## src/core/lec_pkg.sv

```systemverilog
// Register map, fields and constants
package lec_pkg;

  // ==========================================================================
  // Register indices (byte address is four times the index)
  localparam logic [9:0] IDX_MONITOR_GAIN_CONFIG        = 10'h00c;
  localparam logic [9:0] IDX_LOSS_DETECT_CONFIG         = 10'h00d;
  localparam logic [9:0] IDX_ERROR_COUNT_INSERT_CONTROL = 10'h00e;
  localparam logic [9:0] IDX_EVENT_STATUS               = 10'h010;
  localparam logic [9:0] IDX_EVENT_MASK                 = 10'h011;
  localparam logic [9:0] IDX_ERROR_COUNT_HIGH           = 10'h012;
  localparam logic [9:0] IDX_ERROR_COUNT_LOW            = 10'h013;
  localparam logic [9:0] IDX_LINK_STATE                 = 10'h014;

  // ==========================================================================
  // Field positions
  localparam int LD_CRITERIA   = 7;
  localparam int LD_RX_THR_LSB = 4;
  localparam int LD_TX_THR_LSB = 2;
  localparam int LD_TX_PER_LSB = 0;
  localparam int EC_EXZ_RULE   = 7;
  localparam int EC_VIOL_INS   = 6;
  localparam int EC_BERR_INS   = 5;
  localparam int EC_SRC_LSB    = 2;
  localparam int EC_MODE       = 1;
  localparam int EC_LATCH      = 0;
  // Event status bits
  localparam int EV_LINE_LOSS  = 0;
  localparam int EV_TX_LOSS    = 1;
  localparam int EV_VIOL_DONE  = 2;
  localparam int EV_BERR_DONE  = 3;
  localparam int EV_LATCHED    = 4;
  localparam int EV_WIDTH      = 5;

  // ==========================================================================
  // Reset values
  localparam logic [7:0] RST_MONITOR_GAIN_CONFIG = 8'h00;
  localparam logic [7:0] RST_LOSS_DETECT_CONFIG  = 8'h15;
  localparam logic [7:0] RST_ERROR_COUNT_CONTROL = 8'h00;

  // ==========================================================================
  // Timing
  localparam longint ONE_SECOND_CYC  = 250_000_000; // Clocks per second
  localparam int     LOSS_CNT_W      = 12;
  localparam logic [LOSS_CNT_W-1:0] TX_PERIOD_SHORT = 12'h010;
  localparam logic [LOSS_CNT_W-1:0] TX_PERIOD_MID   = 12'h020;
  localparam logic [LOSS_CNT_W-1:0] TX_PERIOD_LONG  = 12'h040;

  // Error counter source codes
  typedef enum logic [2:0] {
    SRC_OFF, SRC_LINE_VIOL, SRC_LINE_EXZ, SRC_LINE_BOTH,
    SRC_SYS_VIOL, SRC_SYS_EXZ, SRC_SYS_BOTH, SRC_PATTERN
  } lec_src_t;

  // Gain in dB by code
  function automatic logic [7:0] gainDb(input logic [1:0] code);
    case (code)
      2'b01:   gainDb = 8'h14;
      2'b10:   gainDb = 8'h1a;
      2'b11:   gainDb = 8'h20;
      default: gainDb = 8'h00;
    endcase
  endfunction

  // Receive threshold in 10 mVpp, zero if reserved
  function automatic logic [7:0] rxThrCv(input logic [2:0] code, input logic monitor);
    logic [7:0] normalTab [8];
    logic [7:0] monTab [4];
    normalTab = '{8'h32, 8'h46, 8'h5a, 8'h78, 8'h8c, 8'ha0, 8'hb4, 8'hc8};
    monTab    = '{8'h64, 8'h8c, 8'hb4, 8'hdc};
    if (!monitor) rxThrCv = normalTab[code];
    else if (code[2]) rxThrCv = 8'h00;
    else rxThrCv = monTab[code[1:0]];
  endfunction

  // Transmit threshold in 10 mVp
  function automatic logic [7:0] txThrCv(input logic [1:0] code, input logic single);
    logic [7:0] diffTab [4];
    logic [7:0] singTab [4];
    diffTab = '{8'h78, 8'h5a, 8'h3c, 8'h28};
    singTab = '{8'h3d, 8'h30, 8'h20, 8'h18};
    txThrCv = single ? singTab[code] : diffTab[code];
  endfunction

endpackage

```

## src/core/lec_loss_timer.sv

```systemverilog
// Low-interval loss timer
`timescale 1ns/1ps
`default_nettype none
module lec_loss_timer
  import lec_pkg::*;
#(
  parameter int CW = LOSS_CNT_W
) (
  // Clock and reset
  input  wire logic          sys_clk,
  input  wire logic          arst_n,
  // Interval strobe and comparator
  input  wire logic          intervalTick,
  input  wire logic          above,
  input  wire logic [CW-1:0] limit,
  // Loss state
  output logic               lost
);

  logic [CW-1:0] lowCount;
  logic [CW-1:0] next_lowCount;
  logic          next_lost;

  // Count low intervals, clear on a good pulse
  always_comb begin
    next_lowCount = lowCount;
    next_lost     = lost;
    if (intervalTick) begin
      if (above) begin
        next_lowCount = '0;
        next_lost     = 1'b0;
      end else if (lowCount < limit) begin
        next_lowCount = lowCount + 1'b1;
        if (lowCount + 1'b1 >= limit) begin
          next_lost = 1'b1;
        end
      end
    end
  end

  // State registers
  always_ff @(posedge sys_clk or negedge arst_n) begin
    if (!arst_n) begin
      lowCount <= '0;
      lost     <= 1'b0;
    end else begin
      lowCount <= next_lowCount;
      lost     <= next_lost;
    end
  end

endmodule
`default_nettype wire

```

## src/core/lec_error_counter.sv

```systemverilog
// Error counter with latching
`timescale 1ns/1ps
`default_nettype none
module lec_error_counter
  import lec_pkg::*;
#(
  parameter longint SEC_CYCLES = ONE_SECOND_CYC
) (
  // Clock and reset
  input  wire logic        sys_clk,
  input  wire logic        arst_n,
  // Control
  input  wire logic [2:0]  source,
  input  wire logic        autoMode,
  input  wire logic        manualLatch,
  // Error events, one-cycle strobes
  input  wire logic        lineViol,
  input  wire logic        lineExz,
  input  wire logic        sysViol,
  input  wire logic        sysExz,
  input  wire logic        patErr,
  // Latched count
  output logic [15:0]      heldCount,
  output logic             latched
);

  logic [15:0] runCount;
  logic [31:0] secCount;
  logic [15:0] next_runCount;
  logic [15:0] next_heldCount;
  logic [31:0] next_secCount;
  logic        next_latched;
  logic [1:0]  inc;
  logic        doLatch;
  logic [16:0] sum;

  // Events selected by the source code
  always_comb begin
    case (lec_src_t'(source))
      SRC_LINE_VIOL: inc = {1'b0, lineViol};
      SRC_LINE_EXZ:  inc = {1'b0, lineExz};
      SRC_LINE_BOTH: inc = {1'b0, lineViol} + {1'b0, lineExz};
      SRC_SYS_VIOL:  inc = {1'b0, sysViol};
      SRC_SYS_EXZ:   inc = {1'b0, sysExz};
      SRC_SYS_BOTH:  inc = {1'b0, sysViol} + {1'b0, sysExz};
      SRC_PATTERN:   inc = {1'b0, patErr};
      default:       inc = 2'b00;
    endcase
  end

  // Count with saturation, latch and restart
  always_comb begin
    next_secCount  = secCount + 32'h0000_0001;
    doLatch        = 1'b0;
    if (secCount >= 32'(SEC_CYCLES - 1)) begin
      next_secCount = '0;
      doLatch       = autoMode;
    end
    if (!autoMode && manualLatch) begin
      doLatch = 1'b1;
    end
    sum            = {1'b0, runCount} + {15'h0000, inc};
    next_runCount  = sum[16] ? 16'hffff : sum[15:0];
    next_heldCount = heldCount;
    next_latched   = doLatch;
    if (doLatch) begin
      next_heldCount = next_runCount;
      next_runCount  = '0;
    end
  end

  // State registers
  always_ff @(posedge sys_clk or negedge arst_n) begin
    if (!arst_n) begin
      runCount  <= '0;
      heldCount <= '0;
      secCount  <= '0;
      latched   <= 1'b0;
    end else begin
      runCount  <= next_runCount;
      heldCount <= next_heldCount;
      secCount  <= next_secCount;
      latched   <= next_latched;
    end
  end

endmodule
`default_nettype wire

```

## src/core/lec_loss_error_control.sv

```systemverilog
// Loss and error control with APB registers
//
// Added by the designer: register access over APB.
`timescale 1ns/1ps
`default_nettype none

// Function
// Gain code gives 0, 20, 26 or 32 dB, 0 dB at reset.
// Criteria bit picks the first family at 0, the second at 1.
// Line loss is set after N low intervals, N by criteria.
// Normal mode codes give 0.5 to 2.0 Vpp, default 0.7.
// Monitor mode codes give 1.0 to 2.2 Vpp, default 1.4, 1xx reserved.
// Transmit loss is set after the low period and cleared by one good pulse.
// Differential transmit threshold is 1.2, 0.9, 0.6 or 0.4 Vp.
// Single-ended transmit threshold is 0.61, 0.48, 0.32 or 0.24 Vp.
// Period code gives 16, 32 (default) or 64 pulses.
// Excess-zero bit picks ANSI at 0, FCC at 1.
// A violation request marks the next mark, then clears.
// A rising bit-error bit injects one pattern error, then clears.
// Source code disables the counter or picks its events.
// Mode bit picks manual or one-second latching.
// In manual mode a rising latch bit updates the count.
// Insertion bits read one while pending.
module lec_loss_error_control
  import lec_pkg::*;
#(
  parameter int     LINE_SIGNAL_LOSS_N_STD = 128,
  parameter int     LINE_SIGNAL_LOSS_N_ALT = 256,
  parameter longint SEC_CYCLES = ONE_SECOND_CYC
) (
  // Clock and reset
  input  wire logic        sys_clk,
  input  wire logic        arst_n,
  // APB slave
  input  wire logic        psel,
  input  wire logic        penable,
  input  wire logic        pwrite,
  input  wire logic [11:0] paddr,
  input  wire logic [31:0] pwdata,
  output logic [31:0]      prdata,
  output logic             pready,
  output logic             pslverr,
  // Mode pins, asynchronous
  input  wire logic        lineMonitorMode,
  input  wire logic        singleEndedTx,
  // Datapath strobes, same clock
  input  wire logic        rxIntervalTick,
  input  wire logic        rxAbove,
  input  wire logic        txIntervalTick,
  input  wire logic        txAbove,
  input  wire logic        txMarkSlot,
  input  wire logic        patternBitSlot,
  input  wire logic        line_bipolar_violation,
  input  wire logic        line_excess_zeros,
  input  wire logic        system_bipolar_violation,
  input  wire logic        system_excess_zeros,
  input  wire logic        patternError,
  // Analog and datapath controls
  output logic [1:0]       monitor_gain_sel,
  output logic [7:0]       monitorGainDb,
  output logic             loss_criteria_sel,
  output logic [7:0]       rxThresholdCv,
  output logic             rxThresholdReserved,
  output logic [7:0]       txThresholdCv,
  output logic             excess_zero_rule_sel,
  output logic             insertViolation,
  output logic             insertBitError,
  // Status
  output logic             line_signal_loss,
  output logic             transmit_signal_loss,
  output logic             irq
);

  // ==========================================================================
  // Mode pin synchronisers
  logic monSync1;
  logic monSync2;
  logic seSync1;
  logic seSync2;

  always_ff @(posedge sys_clk or negedge arst_n) begin
    if (!arst_n) begin
      monSync1 <= 1'b0;
      monSync2 <= 1'b0;
      seSync1  <= 1'b0;
      seSync2  <= 1'b0;
    end else begin
      monSync1 <= lineMonitorMode;
      monSync2 <= monSync1;
      seSync1  <= singleEndedTx;
      seSync2  <= seSync1;
    end
  end

  // ==========================================================================
  // Register state
  logic [7:0]          gainCfg;
  logic [7:0]          lossCfg;
  logic                exzRule;
  logic                violPend;
  logic                berrPend;
  logic [2:0]          cntSrc;
  logic                cntMode;
  logic                latchReq;
  logic [EV_WIDTH-1:0] evStatus;
  logic [EV_WIDTH-1:0] evMask;
  logic                lineLossPrev;
  logic                txLossPrev;
  logic [7:0]          next_gainCfg;
  logic [7:0]          next_lossCfg;
  logic                next_exzRule;
  logic                next_violPend;
  logic                next_berrPend;
  logic [2:0]          next_cntSrc;
  logic                next_cntMode;
  logic                next_latchReq;
  logic [EV_WIDTH-1:0] next_evStatus;
  logic [EV_WIDTH-1:0] next_evMask;
  logic [31:0]         next_prdata;
  logic                next_pready;
  logic                next_pslverr;
  logic                next_insertViolation;
  logic                next_insertBitError;
  logic                next_irq;
  logic                manualLatch;
  logic                countLatched;
  logic [15:0]         heldCount;
  logic                wrDone;
  logic [9:0]          regIdx;
  logic [7:0]          wByte;
  logic                mapped;
  logic [EV_WIDTH-1:0] evSet;
  logic [LOSS_CNT_W-1:0] rxLimit;
  logic [LOSS_CNT_W-1:0] txLimit;

  assign regIdx = paddr[11:2];
  assign wByte  = pwdata[7:0];
  assign wrDone = psel && penable && pready && pwrite;

  // ==========================================================================
  // Loss detection
  assign rxLimit = loss_criteria_sel ? LOSS_CNT_W'(LINE_SIGNAL_LOSS_N_ALT) : LOSS_CNT_W'(LINE_SIGNAL_LOSS_N_STD);

  // Transmit period by code
  always_comb begin
    case (lossCfg[LD_TX_PER_LSB +: 2])
      2'b00:   txLimit = TX_PERIOD_SHORT;
      2'b01:   txLimit = TX_PERIOD_MID;
      default: txLimit = TX_PERIOD_LONG;
    endcase
  end

  lec_loss_timer u_rxLoss (
    .sys_clk      (sys_clk),
    .arst_n       (arst_n),
    .intervalTick (rxIntervalTick),
    .above        (rxAbove),
    .limit        (rxLimit),
    .lost         (line_signal_loss)
  );

  lec_loss_timer u_txLoss (
    .sys_clk      (sys_clk),
    .arst_n       (arst_n),
    .intervalTick (txIntervalTick),
    .above        (txAbove),
    .limit        (txLimit),
    .lost         (transmit_signal_loss)
  );

  // ==========================================================================
  // Error counter
  lec_error_counter #(
    .SEC_CYCLES (SEC_CYCLES)
  ) u_errCnt (
    .sys_clk     (sys_clk),
    .arst_n      (arst_n),
    .source      (cntSrc),
    .autoMode    (cntMode),
    .manualLatch (manualLatch),
    .lineViol    (line_bipolar_violation),
    .lineExz     (line_excess_zeros),
    .sysViol     (system_bipolar_violation),
    .sysExz      (system_excess_zeros),
    .patErr      (patternError),
    .heldCount   (heldCount),
    .latched     (countLatched)
  );

  // ==========================================================================
  // Register file, insertion and event logic
  always_comb begin
    next_gainCfg         = gainCfg;
    next_lossCfg         = lossCfg;
    next_exzRule         = exzRule;
    next_violPend        = violPend;
    next_berrPend        = berrPend;
    next_cntSrc          = cntSrc;
    next_cntMode         = cntMode;
    next_latchReq        = latchReq;
    next_evMask          = evMask;
    next_evStatus        = evStatus;
    next_insertViolation = 1'b0;
    next_insertBitError  = 1'b0;
    manualLatch          = 1'b0;
    mapped               = 1'b1;
    // Read data for the current address
    case (regIdx)
      IDX_MONITOR_GAIN_CONFIG:        next_prdata = {24'h0000_00, 6'h00, gainCfg[1:0]};
      IDX_LOSS_DETECT_CONFIG:         next_prdata = {24'h0000_00, lossCfg};
      IDX_ERROR_COUNT_INSERT_CONTROL: next_prdata = {24'h0000_00, exzRule, violPend, berrPend,
                                                     cntSrc, cntMode, latchReq};
      IDX_EVENT_STATUS:               next_prdata = {27'h000_0000, evStatus};
      IDX_EVENT_MASK:                 next_prdata = {27'h000_0000, evMask};
      IDX_ERROR_COUNT_HIGH:           next_prdata = {24'h0000_00, heldCount[15:8]};
      IDX_ERROR_COUNT_LOW:            next_prdata = {24'h0000_00, heldCount[7:0]};
      IDX_LINK_STATE:                 next_prdata = {28'h000_0000, seSync2, monSync2,
                                                     transmit_signal_loss, line_signal_loss};
      default: begin
        next_prdata = 32'h0000_0000;
        mapped      = 1'b0;
      end
    endcase
    // Answer one cycle into the access phase
    next_pready  = psel && penable && !pready;
    next_pslverr = next_pready && !mapped;
    if (!next_pready) begin
      next_prdata = prdata;
    end
    // Insertion completes on the datapath slot
    if (violPend && txMarkSlot) begin
      next_violPend        = 1'b0;
      next_insertViolation = 1'b1;
    end
    if (berrPend && patternBitSlot) begin
      next_berrPend       = 1'b0;
      next_insertBitError = 1'b1;
    end
    // Software writes
    if (wrDone) begin
      case (regIdx)
        IDX_MONITOR_GAIN_CONFIG: next_gainCfg = {6'h00, wByte[1:0]};
        IDX_LOSS_DETECT_CONFIG:  next_lossCfg = wByte;
        IDX_ERROR_COUNT_INSERT_CONTROL: begin
          next_exzRule  = wByte[EC_EXZ_RULE];
          next_cntSrc   = wByte[EC_SRC_LSB +: 3];
          next_cntMode  = wByte[EC_MODE];
          next_latchReq = wByte[EC_LATCH];
          manualLatch   = wByte[EC_LATCH] && !latchReq;
          if (wByte[EC_VIOL_INS]) begin
            next_violPend = 1'b1;
          end
          if (wByte[EC_BERR_INS] && !berrPend) begin
            next_berrPend = 1'b1;
          end
        end
        IDX_EVENT_MASK:   next_evMask   = wByte[EV_WIDTH-1:0];
        IDX_EVENT_STATUS: next_evStatus = evStatus & ~wByte[EV_WIDTH-1:0];
        default: ;
      endcase
    end
    // Sticky events, set wins over clear
    evSet               = '0;
    evSet[EV_LINE_LOSS] = line_signal_loss && !lineLossPrev;
    evSet[EV_TX_LOSS]   = transmit_signal_loss && !txLossPrev;
    evSet[EV_VIOL_DONE] = violPend && txMarkSlot;
    evSet[EV_BERR_DONE] = berrPend && patternBitSlot;
    evSet[EV_LATCHED]   = countLatched;
    next_evStatus       = next_evStatus | evSet;
    next_irq            = |(next_evStatus & next_evMask);
  end

  // State registers
  always_ff @(posedge sys_clk or negedge arst_n) begin
    if (!arst_n) begin
      gainCfg         <= RST_MONITOR_GAIN_CONFIG;
      lossCfg         <= RST_LOSS_DETECT_CONFIG;
      exzRule         <= RST_ERROR_COUNT_CONTROL[EC_EXZ_RULE];
      violPend        <= 1'b0;
      berrPend        <= 1'b0;
      cntSrc          <= RST_ERROR_COUNT_CONTROL[EC_SRC_LSB +: 3];
      cntMode         <= RST_ERROR_COUNT_CONTROL[EC_MODE];
      latchReq        <= RST_ERROR_COUNT_CONTROL[EC_LATCH];
      evStatus        <= '0;
      evMask          <= '0;
      lineLossPrev    <= 1'b0;
      txLossPrev      <= 1'b0;
      prdata          <= '0;
      pready          <= 1'b0;
      pslverr         <= 1'b0;
      insertViolation <= 1'b0;
      insertBitError  <= 1'b0;
      irq             <= 1'b0;
    end else begin
      gainCfg         <= next_gainCfg;
      lossCfg         <= next_lossCfg;
      exzRule         <= next_exzRule;
      violPend        <= next_violPend;
      berrPend        <= next_berrPend;
      cntSrc          <= next_cntSrc;
      cntMode         <= next_cntMode;
      latchReq        <= next_latchReq;
      evStatus        <= next_evStatus;
      evMask          <= next_evMask;
      lineLossPrev    <= line_signal_loss;
      txLossPrev      <= transmit_signal_loss;
      prdata          <= next_prdata;
      pready          <= next_pready;
      pslverr         <= next_pslverr;
      insertViolation <= next_insertViolation;
      insertBitError  <= next_insertBitError;
      irq             <= next_irq;
    end
  end

  // ==========================================================================
  // Registered control outputs
  always_ff @(posedge sys_clk or negedge arst_n) begin
    if (!arst_n) begin
      monitor_gain_sel     <= '0;
      monitorGainDb        <= '0;
      loss_criteria_sel    <= 1'b0;
      rxThresholdCv        <= '0;
      rxThresholdReserved  <= 1'b0;
      txThresholdCv        <= '0;
      excess_zero_rule_sel <= 1'b0;
    end else begin
      monitor_gain_sel     <= gainCfg[1:0];
      monitorGainDb        <= gainDb(gainCfg[1:0]);
      loss_criteria_sel    <= lossCfg[LD_CRITERIA];
      rxThresholdCv        <= rxThrCv(lossCfg[LD_RX_THR_LSB +: 3], monSync2);
      rxThresholdReserved  <= monSync2 && lossCfg[LD_RX_THR_LSB + 2];
      txThresholdCv        <= txThrCv(lossCfg[LD_TX_THR_LSB +: 2], seSync2);
      excess_zero_rule_sel <= exzRule;
    end
  end

endmodule
`default_nettype wire

```

## config.mk

```make
export PLATFORM = sky130hd
export DESIGN_NAME = lec_loss_error_control
export DESIGN_NICKNAME = d
export VERILOG_FILES = /design/src/core/lec_pkg.sv /design/src/core/lec_loss_timer.sv /design/src/core/lec_error_counter.sv /design/src/core/lec_loss_error_control.sv
export SDC_FILE = /design/constraint.sdc
export NUM_CORES = 1
export LEC_CHECK = 0
export BUFFER_PORTS_ARGS = -buffer_cell sky130_fd_sc_hd__buf_4
export CAP_MARGIN = 40
export CORE_MARGIN = 1.5
export CORE_UTILIZATION = 40
export DETAILED_ROUTE_END_ITERATION = 10
export GPL_TIMING_DRIVEN = 0
export PLACE_DENSITY_LB_ADDON = 0.2
export SLEW_MARGIN = 25
export SYNTH_ARGS = -nofsm -noshare
export SYNTH_HDL_FRONTEND = slang
export SYNTH_SLANG_ARGS = --single-unit
```

## constraint.sdc

```tcl
create_clock -name sys_clk -period 3.05 [get_ports sys_clk]
set_input_delay 0.1525 -clock sys_clk [delete_from_list [all_inputs] [get_ports sys_clk]]
set_output_delay 0.1525 -clock sys_clk [all_outputs]
set_load 0.02 [all_outputs]
```

After elaboration in Yosys (flattened, before gate mapping)

Memory sizes are Yosys's and may differ from the RTL's.
Index checks and enable logic that the tools add are counted.

Bits in registers: 189
Memories: 1
Word-level logic and storage cells: 163
ROM bits: 64
Input port bits: 62

Equality and inequality tests: 19
Bitwise logic cells: 7
Reduce and logical (&&, ||, !) cells: 34
Multiplexer cells: 51
Magnitude comparators: 8
Add/sub/neg operators: 6

Memory list:

| memory          | depth | width | rd ports | clocked after Yosys merged registers in | write ports | line          | text |
|---|---|---|---|---|---|---|---|
| (no name shown) | 8     | 8     | 1        | 0                                       | 0           | lec_pkg.sv:71 | `if (!monitor) rxThrCv = normalTab[code];` |

Operators with widths:

| operator                                                                | count |
|---|---|
| 8-bit two-way mux                                                       | 11 |
| 8-bit case mux with 8 select lines                                      | 1 |
| 10-bit by 5-bit equality test with 1-bit output, second input constant  | 5 |
| 8-bit binary-select mux with 2-bit select                               | 3 |
| 12-bit two-way mux                                                      | 4 |
| 32-bit by 1-bit adder with 32-bit output, second input constant         | 1 |
| 32-bit by 28-bit >= comparator with 1-bit output, second input constant | 1 |
| 16-bit two-way mux                                                      | 2 |
| 32-bit two-way mux                                                      | 1 |
| 10-bit by 4-bit equality test with 1-bit output, second input constant  | 3 |
| 12-bit by 1-bit adder with 12-bit output, second input constant         | 2 |
| 1-bit two-way mux                                                       | 21 |
| 5-bit two-way mux                                                       | 4 |
| 6-bit case mux with 3 select lines                                      | 1 |
| 16-bit by 2-bit adder with 17-bit output                                | 1 |
| 2-bit case mux with 7 select lines                                      | 1 |
| 7-bit case mux with 2 select lines                                      | 1 |
| 1-bit logical AND                                                       | 13 |
| 3-bit equality test, second input constant                              | 4 |
| 12-bit by 7-bit >= comparator with 1-bit output                         | 1 |
| 12-bit by 9-bit >= comparator with 1-bit output                         | 1 |
| 12-bit by 7-bit less-than comparator with 1-bit output                  | 1 |
| 12-bit by 9-bit less-than comparator with 1-bit output                  | 1 |
| 5-bit bitwise AND                                                       | 2 |
| 19 further kinds                                                        | 39 |

Longest topological paths before layout

Gate-level depths: netlist of the first run.

Depth after elaboration: 7
Depth in mapped cells: 12
Depth with buffers taken out: 12

Modules after synthesis

Synthesis of the first run repeated with hierarchy kept, for this count alone.

Cell total of the unflattened synthesis: 952
Area, all modules: 9555.4 um2

Modules (own cells, without submodules):

| module                 | area each (um2) | sequential area each (um2) | cells each | times used |
|---|---|---|---|---|
| lec_loss_error_control | 3465.8          | 1755.4                     | 298        | 1 |
| lec_error_counter      | 3176.8          | 1626.6                     | 308        | 1 |
| lec_loss_timer         | 1456.4          | 325.3                      | 173        | 2 |

Worst setup path after synthesis of the first run

Ideal clock, no wire load.

Path type: register to register
Start: register cntSrc[1]
End: register u_errCnt.heldCount[7]
Slack: 0.429 ns
Library setup time: 0.082 ns
Stages on the path, launching flop included: 12
Arrival: 2.539 ns
Buffers on the path: 1
Path through: dfrtp_1 mux2i_1 a211oi_1 a21o_1 ha_1 inv_1 fa_1 nand2b_1 nor3_1 nand4_1 clkbuf_1 a31oi_1

Longest elaborated chain between the ends: 4

RTL lines:

| element                                           | line                          | text |
|---|---|---|
| from (decl)                                       | lec_loss_error_control.sv:102 | `logic [2:0] cntSrc;` |
| from (signal assigned)                            | lec_loss_error_control.sv:281 | `cntSrc <= RST_ERROR_COUNT_CONTROL[EC_SRC_LSB +: 3];` |
| from (signal assigned)                            | lec_loss_error_control.sv:300 | `cntSrc <= next_cntSrc;` |
| 3-bit equality test, or another cell as far along | lec_error_counter.sv:39       | `case (lec_src_t'(source))` |
| 2-bit case mux with 7 select lines (*)            | lec_error_counter.sv:39       |  |
| 16-bit by 2-bit adder with 17-bit output (*)      | lec_error_counter.sv:62       | `sum = {1'b0, runCount} + {15'h0000, inc};` |
| 16-bit two-way mux (*)                            | lec_error_counter.sv:63       | `next_runCount = sum[16] ? 16'hffff : sum[15:0];` |
| to (signal assigned)                              | lec_error_counter.sv:81       | `heldCount <= next_heldCount;` |
| to (decl)                                         | lec_error_counter.sv:23       | `output logic [15:0] heldCount,` |

Every way passes the cells marked *; elsewhere a longest branch is shown, timed or not.
A chain may end at the register's enable or synchronous reset.

Final worst setup path of the first run

Start: register cntSrc[1]
End: register u_errCnt.heldCount[6]

The elaborated chain is that of the path after synthesis.

==> results of run 1 <==
==> area by class of cell <==
type	count	area [um2]	share of cell area (%)
Tap cell	265	332	3.38
Timing Repair Buffer	94	778	7.94
Sequential cell	161	4030	41.2
Buffer	54	345	3.53
Multi-Input combinational cell	543	3620	37.0
Inverter	22	82.6	0.843
Clock inverter	12	146	1.49
Clock buffer	20	457	4.66
==> power by group through the flow <==
stage          clock network, mW  logic, mW  registers [mW]
5_1_grt                     2.30      0.318            2.19
3_5_place_dp                   0      0.271            2.23
3_3_place_gp                   0      0.264            2.22
6_report                    2.15      0.284            2.19
2_1_floorplan                  0      0.135            2.23
4_1_cts                     2.21      0.287            2.19
==> sequential cells by signal (all words and copies together) (netlist names), 2 cells and up <==
register            flops
lossCfg                 8
u_rxLoss.lowCount      12
evMask                  5
u_txLoss.lowCount      12
prdata                  8
u_errCnt.runCount      16
txThresholdCv           7
cntSrc                  3
u_errCnt.heldCount     16
evStatus                5
rxThresholdCv           7
u_errCnt.secCount      32
monitor_gain_sel        2
monitorGainDb           4
gainCfg                 2
==> worst paths after layout <==
| path | from | end | slack, ns | cells after the start |
|---|---|---|---|---|
| setup / recovery | cntSrc[1] | u_errCnt.heldCount[6] | 0.20 | 12 |
| hold / removal | pwdata[0] | latchReq | 0.02 | 2 |
| setup reg to reg | cntSrc[1] | u_errCnt.heldCount[6] | 0.20 | 12 |
| hold reg to reg | seSync1 | seSync2 | 0.35 | 0 |
| max in group asynchronous | arst_n | u_errCnt.secCount[0] | 1.95 | 3 |
| min in group asynchronous | arst_n | seSync2 | 0.28 | 2 |
==> what timing repair did <==
item | in CTS | in global routing
setup endpoints to repair | 20 | 26
gates resized for setup | 0 | 6
hold buffers | 18 | 0
pin swaps | 1 | 1
hold endpoints to repair | 88 | 0
setup buffers | 1 | 0
==> per-stage QoR <==
stage          std cells  total power, mW
6_report            1171             4.62
2_1_floorplan        780             2.36
4_1_cts             1171             4.68
3_3_place_gp        1119             2.49
5_1_grt             1171             4.80
3_5_place_dp        1120             2.50
==> critical path: stages (launching register included) <==
cell      delay, ns
dfrtp_1        0.49
mux2i_1        0.16
a211oi_1       0.24
a21o_1         0.12
ha_1           0.16
inv_1          0.05
fa_1           0.42
nand2b_1       0.22
nor3_2         0.21
nand4_1        0.20
buf_4          0.21
o21ai_0        0.10
mux2_2         0.19
==> per-layer routing <==
| metal | vias to the layer above | GRT usage (%) | wire, um |
|---|---|---|---|
| met3 | 27 | 3.87 | 594 |
| met4 | 0 | 6.23 | 302 |
| met1 | 2743 | 22.0 | 7860 |
| li1 | 2896 | - | - |
| met2 | 94 | 27.3 | 7930 |
| met5 | - | 0 | 0 |
==> kinds of logic (layout without fill, tap and decap cells) <==
| group | after synthesis | count (layout) | share of synthesized area [%] |
|---|---|---|---|
| xor gates and xnor gates | 47 | 47 | 5.17 |
| DFF | 161 | 161 | 50.7 |
| adders and majority gates | 30 | 30 | 4.81 |
| AOI/OAI and AO/OA | 142 | 142 | 11.9 |
| buffers and inverters | 76 | 202 | 5.35 |
| other | 1 | 33 | 0.0471 |
| muxes | 41 | 41 | 6.01 |
| and+or+nand+nor | 250 | 250 | 16.0 |
==> Yosys cell counts, types with 3 or more instances <==
library cell,n
a22oi_1,3
nor4_1,4
o22ai_1,5
nor3_1,10
nand4_1,12
mux2_2,30
a31oi_1,16
a211oi_1,13
mux2i_1,8
and3_1,16
and4_1,8
nand2b_1,4
nor2b_1,6
dfrtp_1,158
a222oi_1,4
a221oi_1,3
inv_1,21
clkbuf_1,17
buf_6,3
ha_1,29
nand3_1,27
xor2_1,36
buf_2,3
o21ai_0,26
and2_1,17
o31ai_1,4
nand3b_1,3
a21oi_1,33
dfstp_2,3
a22o_1,7
nor2_1,59
a21o_1,10
xnor2_1,11
buf_4,30
nand2_1,69
==> qor.txt, run 1 <==
status: finished, final reports clean
final design utilization: 50.3%
Fin. Hold Viols: 0
pin count of the biggest net entering global routing: 93
Std-Cell Core Area: 19,500 um2
most frequent cells in the layout: dfrtp_1, buf_4, nand2_1
leading area contributor after synthesis: dfrtp_1
DP HPWL: 12,100 um
dpl ws: -0.0561 ns
number of synthesized flops with an enable pin: 0
Worst Path Required: 3.41 ns
most common cell after layout, fill and taps aside: dfrtp_1
CTS tree: built
Tcrit/Tclk final: 93.3%
# setup viols final: 0
Seq cells post-synth: 161
die area: 20,700 um2
Antenna diodes: 0
vias in the first global route: 5,547
Area after DPL: 9000 um2
Leak Pwr: 4.66 nW
switching power: 1.07 mW
YS warnings: 0
Flop pwr share: 47.3%
Cell Pwr Density: 471 nW/um2
PortBufs: 74
GPL Wtd Cong: 0.848
min Tclk post-route: 2.85 ns
post-synthesis cell area: 7960 um2
Skew-Pair Late Insertion Delay: 0.43 ns
cell count after synthesis: 748
post-synth top area share: 49.7%
RSZ-0062 raised after global routing: no
Setup TNS: 0 ns
syn_area_per_cell: 10.6 um2
worst hold path class: input pin to flop
GR Overflow Total: 0
fin worst setup slack: 0.204 ns
Worst setup EP type: flop
Die Span Y: 144 um
first-pass GRT wire length: 27,300 um
Worst Setup Start Kind: flop
initial DRC count: 220
clock sink total: 161
critical path class: flop to flop
clock root buffer: clkbuf_16
Final Max Tran Viols: 0
fmax: 0.351 GHz
DRT Pass-1 Iters: 7
internal power: 3.55 mW
DRT antenna net count: 0
Slew headroom: 43.9%
Layout area overhead: 23.1%
Hold WS: 0.0241 ns
Comb power frac: 6.1%
Final nets: 985
clock transition at the registers of the reported paths: 0.06 ns
WL final: 16,700 um
Max rail drop VDD: 0.370 mV
sw frac: 23.1%
register area share after synthesis: 50.7%
asr flop ratio synth: 100%
worst-margin pin slew: 0.830 ns
I/O pin total: 130
Avg WL per Cell: 14.2 um
Initial Utilization: 40.9%
Synth cell types: 68
initial antenna violation count: 0
DR DRC count: 0
Clock power frac: 46.5%
H-tree levels: 4
vias per std cell: 4.92
Post-synth top flop: dfrtp_1
clock buffer count from CTS: 17
die width: 144 um
share of cells above drive strength 1: 21.3%
Longest Clk Path Bufs: 2
MaxCap Viol Count: 0
ranking of synthesized cells by area: dfrtp_1, ha_1, mux2_2
Crit Path Max Fanout: 6
GRT Total Usage: 16.8%
filler instances: 1,782
Arr. time, crit path: 3.21 ns
via count: 5,760
Clock Skew: 0.0100 ns
Finished Cell Area: 9800 um2
Core Rows: 51
Power figures use the tool's default switching activity.
==> inputs of run 2 (changes only) <==
--- a/config.mk
+++ b/config.mk
@@ -12,6 +12,7 @@
 export DETAILED_ROUTE_END_ITERATION = 10
 export GPL_TIMING_DRIVEN = 0
 export PLACE_DENSITY_LB_ADDON = 0.2
+export RECOVER_POWER = 50
 export SLEW_MARGIN = 25
 export SYNTH_ARGS = -nofsm -noshare
 export SYNTH_HDL_FRONTEND = slang
==> run 2 against run 1 <==
Effect of this change:
- die area unchanged
- the run now ends with max-capacitance violations, max-slew violations left
- highest routed layer unchanged
- clock power about the same
- cell count unchanged
- hold slack about the same
- first-iteration DRC count decreased by 14%
- via count decreased by 0.42%
- clock skew increased by 0.0017 ns
- worst setup slack got worse by 0.0059 ns
- design area decreased by 1.8%
- largest power group unchanged
==> qor.txt, run 2 (synthesis gave the netlist of run 1 again) <==
Slowest Stage Delay on Critical Path: 0.49 ns
fmax: 0.351 GHz
dpl ws: -0.0561 ns
Comb power frac: 5.9%
clock root buffer: clkbuf_16
largest registers: u_errCnt.secCount x32, u_errCnt.heldCount x16, u_errCnt.runCount x16
Final nets: 985
fin worst setup slack: 0.198 ns
I/O pin total: 130
first-pass GRT wire length: 27,300 um
Worst Path Required: 3.41 ns
switching power: 1.07 mW
GPL Wtd Cong: 0.848
die area: 20,700 um2
Slowest cell on crit path: dfrtp_1
H-tree levels: 4
Top reg by flops: u_errCnt.secCount
GR Overflow Total: 0
CTS tree: built
Critical Path, Cell by Cell: mux2i_1 > a211oi_1 > a21o_1 > ha_1 > inv_1 > fa_1 > nand2b_1 > nor3_2 > nand4_1 > buf_4 > o21ai_0 > mux2_2
Flop pwr share: 47.4%
vias per std cell: 4.90
Crit Path Max Fanout: 6
worst-margin pin slew: 1.68 ns
Reg2Reg Setup Slack: 0.20 ns
Clock Skew: 0.0118 ns
Layout area overhead: 21.0%
Max rail drop VDD: 0.369 mV
Avg WL per Cell: 14.3 um
total power: 4.61 mW
Fin. Hold Viols: 0
vias in the first global route: 5,547
clock transition at the registers of the reported paths: 0.06 ns
pin count of the biggest net entering global routing: 93
Worst setup EP type: flop
hold path cells: 2
failing checks: max-capacitance violations, max-slew violations
via count: 5,736
min Tclk post-route: 2.85 ns
hold path start: pwdata[0]
share of cells above drive strength 1: 16.9%
initial DRC count: 190
Hold EP: latchReq
Antenna diodes: 0
Clock power frac: 46.7%
Core Rows: 51
# setup viols final: 0
initial antenna violation count: 0
most common cell after layout, fill and taps aside: dfrtp_1
Die Span Y: 144 um
Reg-to-Reg Start: cntSrc[1]
top layer in use: met4
internal power: 3.54 mW
Arr. time, crit path: 3.22 ns
DP HPWL: 12,100 um
Routed met3 length: 612 um
final design utilization: 49.4%
die width: 144 um
MaxCap Viol Count: 1
Tcrit/Tclk final: 93.5%
DRT antenna net count: 0
critical path class: flop to flop
RSZ-0062 raised after global routing: no
clock buffer count from CTS: 17
PortBufs: 74
Final Max Tran Viols: 71
Std-Cell Core Area: 19,500 um2
M1 wire length: 7910 um
DRT Pass-1 Iters: 5
Worst Setup Start Kind: flop
status: complete, but fails checks
GRT Total Usage: 16.8%
worst hold path class: input pin to flop
Leak Pwr: 4.49 nW
RR Endpoint: u_errCnt.heldCount[6]
Initial Utilization: 40.9%
clock sink total: 161
Skew-Pair Late Insertion Delay: 0.43 ns
Slew headroom: -12.0%
metal2 WL: 7910 um
sw frac: 23.2%
most frequent cells in the layout: dfrtp_1, nand2_1, buf_4
Longest Clk Path Bufs: 2
R2R depth: 12
Cell Pwr Density: 479 nW/um2
DR DRC count: 0
max FFs per register: 32
WL final: 16,700 um
## run 2: cell types whose count changed in the layout (fill, tap and decap cells not counted)
cell and change:
and2_0 +5, and2_1 -5, buf_16 -1, buf_4 -41
buf_6 +1, buf_8 -1, clkbuf_1 +39, clkbuf_2 +1
clkbuf_4 +2, dfstp_1 +1, dfstp_2 -1
## run 2: critical path: cells and delay by family, from the launching register on
kind | cells | cell delay [ns]
DFF | 1 | 0.49
buffers and inverters | 2 | 0.26
and+or+nand+nor | 3 | 0.64
muxes | 2 | 0.35
AOI/OAI and AO/OA | 3 | 0.46
adders and majority gates | 2 | 0.58
## run 2: area by class of cell
cell class / count / area [um2]
Buffer: 54 / 345
Clock buffer: 20 / 457
Clock inverter: 12 / 146
Fill cell: 1836 / 9840
Inverter: 22 / 82.6
Multi-Input combinational cell: 543 / 3620
Sequential cell: 161 / 4030
Tap cell: 265 / 332
Timing Repair Buffer: 94 / 606
## run 2: how the worst max path moves through the flow
| stage | start | end | slack [ns] | cells past startpoint |
|---|---|---|---|---|
| after CTS | cntSrc[1] | u_errCnt.heldCount[9] | 0.04 | 11 |
| after detailed placement | cntSrc[1] | u_errCnt.heldCount[13] | -0.06 | 11 |
| final | cntSrc[1] | u_errCnt.heldCount[6] | 0.20 | 12 |
| after global placement | cntSrc[1] | u_errCnt.runCount[1] | -0.03 | 11 |
| after floorplan | cntSrc[1] | u_errCnt.heldCount[7] | 0.43 | 11 |
| after global routing | cntSrc[1] | u_errCnt.heldCount[12] | 0.005 | 11 |
## run 2: routing by layer
metal	up-vias	track usage, %
met5	-	0
met4	0	6.23
met2	96	27.3
met3	19	3.87
met1	2726	22.0
li1	2895	-
## run 2: timing repair
item / CTS / global route
setup buffers: 1 / 0
pin swaps: 1 / 1
setup endpoints to repair: 20 / 26
resized for setup: 0 / 6
hold buffers: 18 / 0
hold endpoints to repair: 88 / 0
## run 2: power by group through the flow
stage          Clock, mW  Sequential [mW]  Combinational [mW]
6_report            2.15             2.19               0.272
5_1_grt             2.30             2.19               0.306
4_1_cts             2.21             2.19               0.287
3_5_place_dp           0             2.23               0.271
3_3_place_gp           0             2.22               0.264
2_1_floorplan          0             2.23               0.135
## run 2: through the flow
step | cell area, um2 | hold WS, ns | TNS, ns | instances
2_1_floorplan | 8080 | -0.143 | 0 | 780
3_3_place_gp | 8960 | 0.263 | -0.140 | 1119
3_5_place_dp | 9000 | 0.141 | -0.550 | 1120
4_1_cts | 9790 | 0.00780 | 0 | 1171
5_1_grt | 9620 | 0.0184 | 0 | 1171
6_report | 9620 | 0.0245 | 0 | 1171
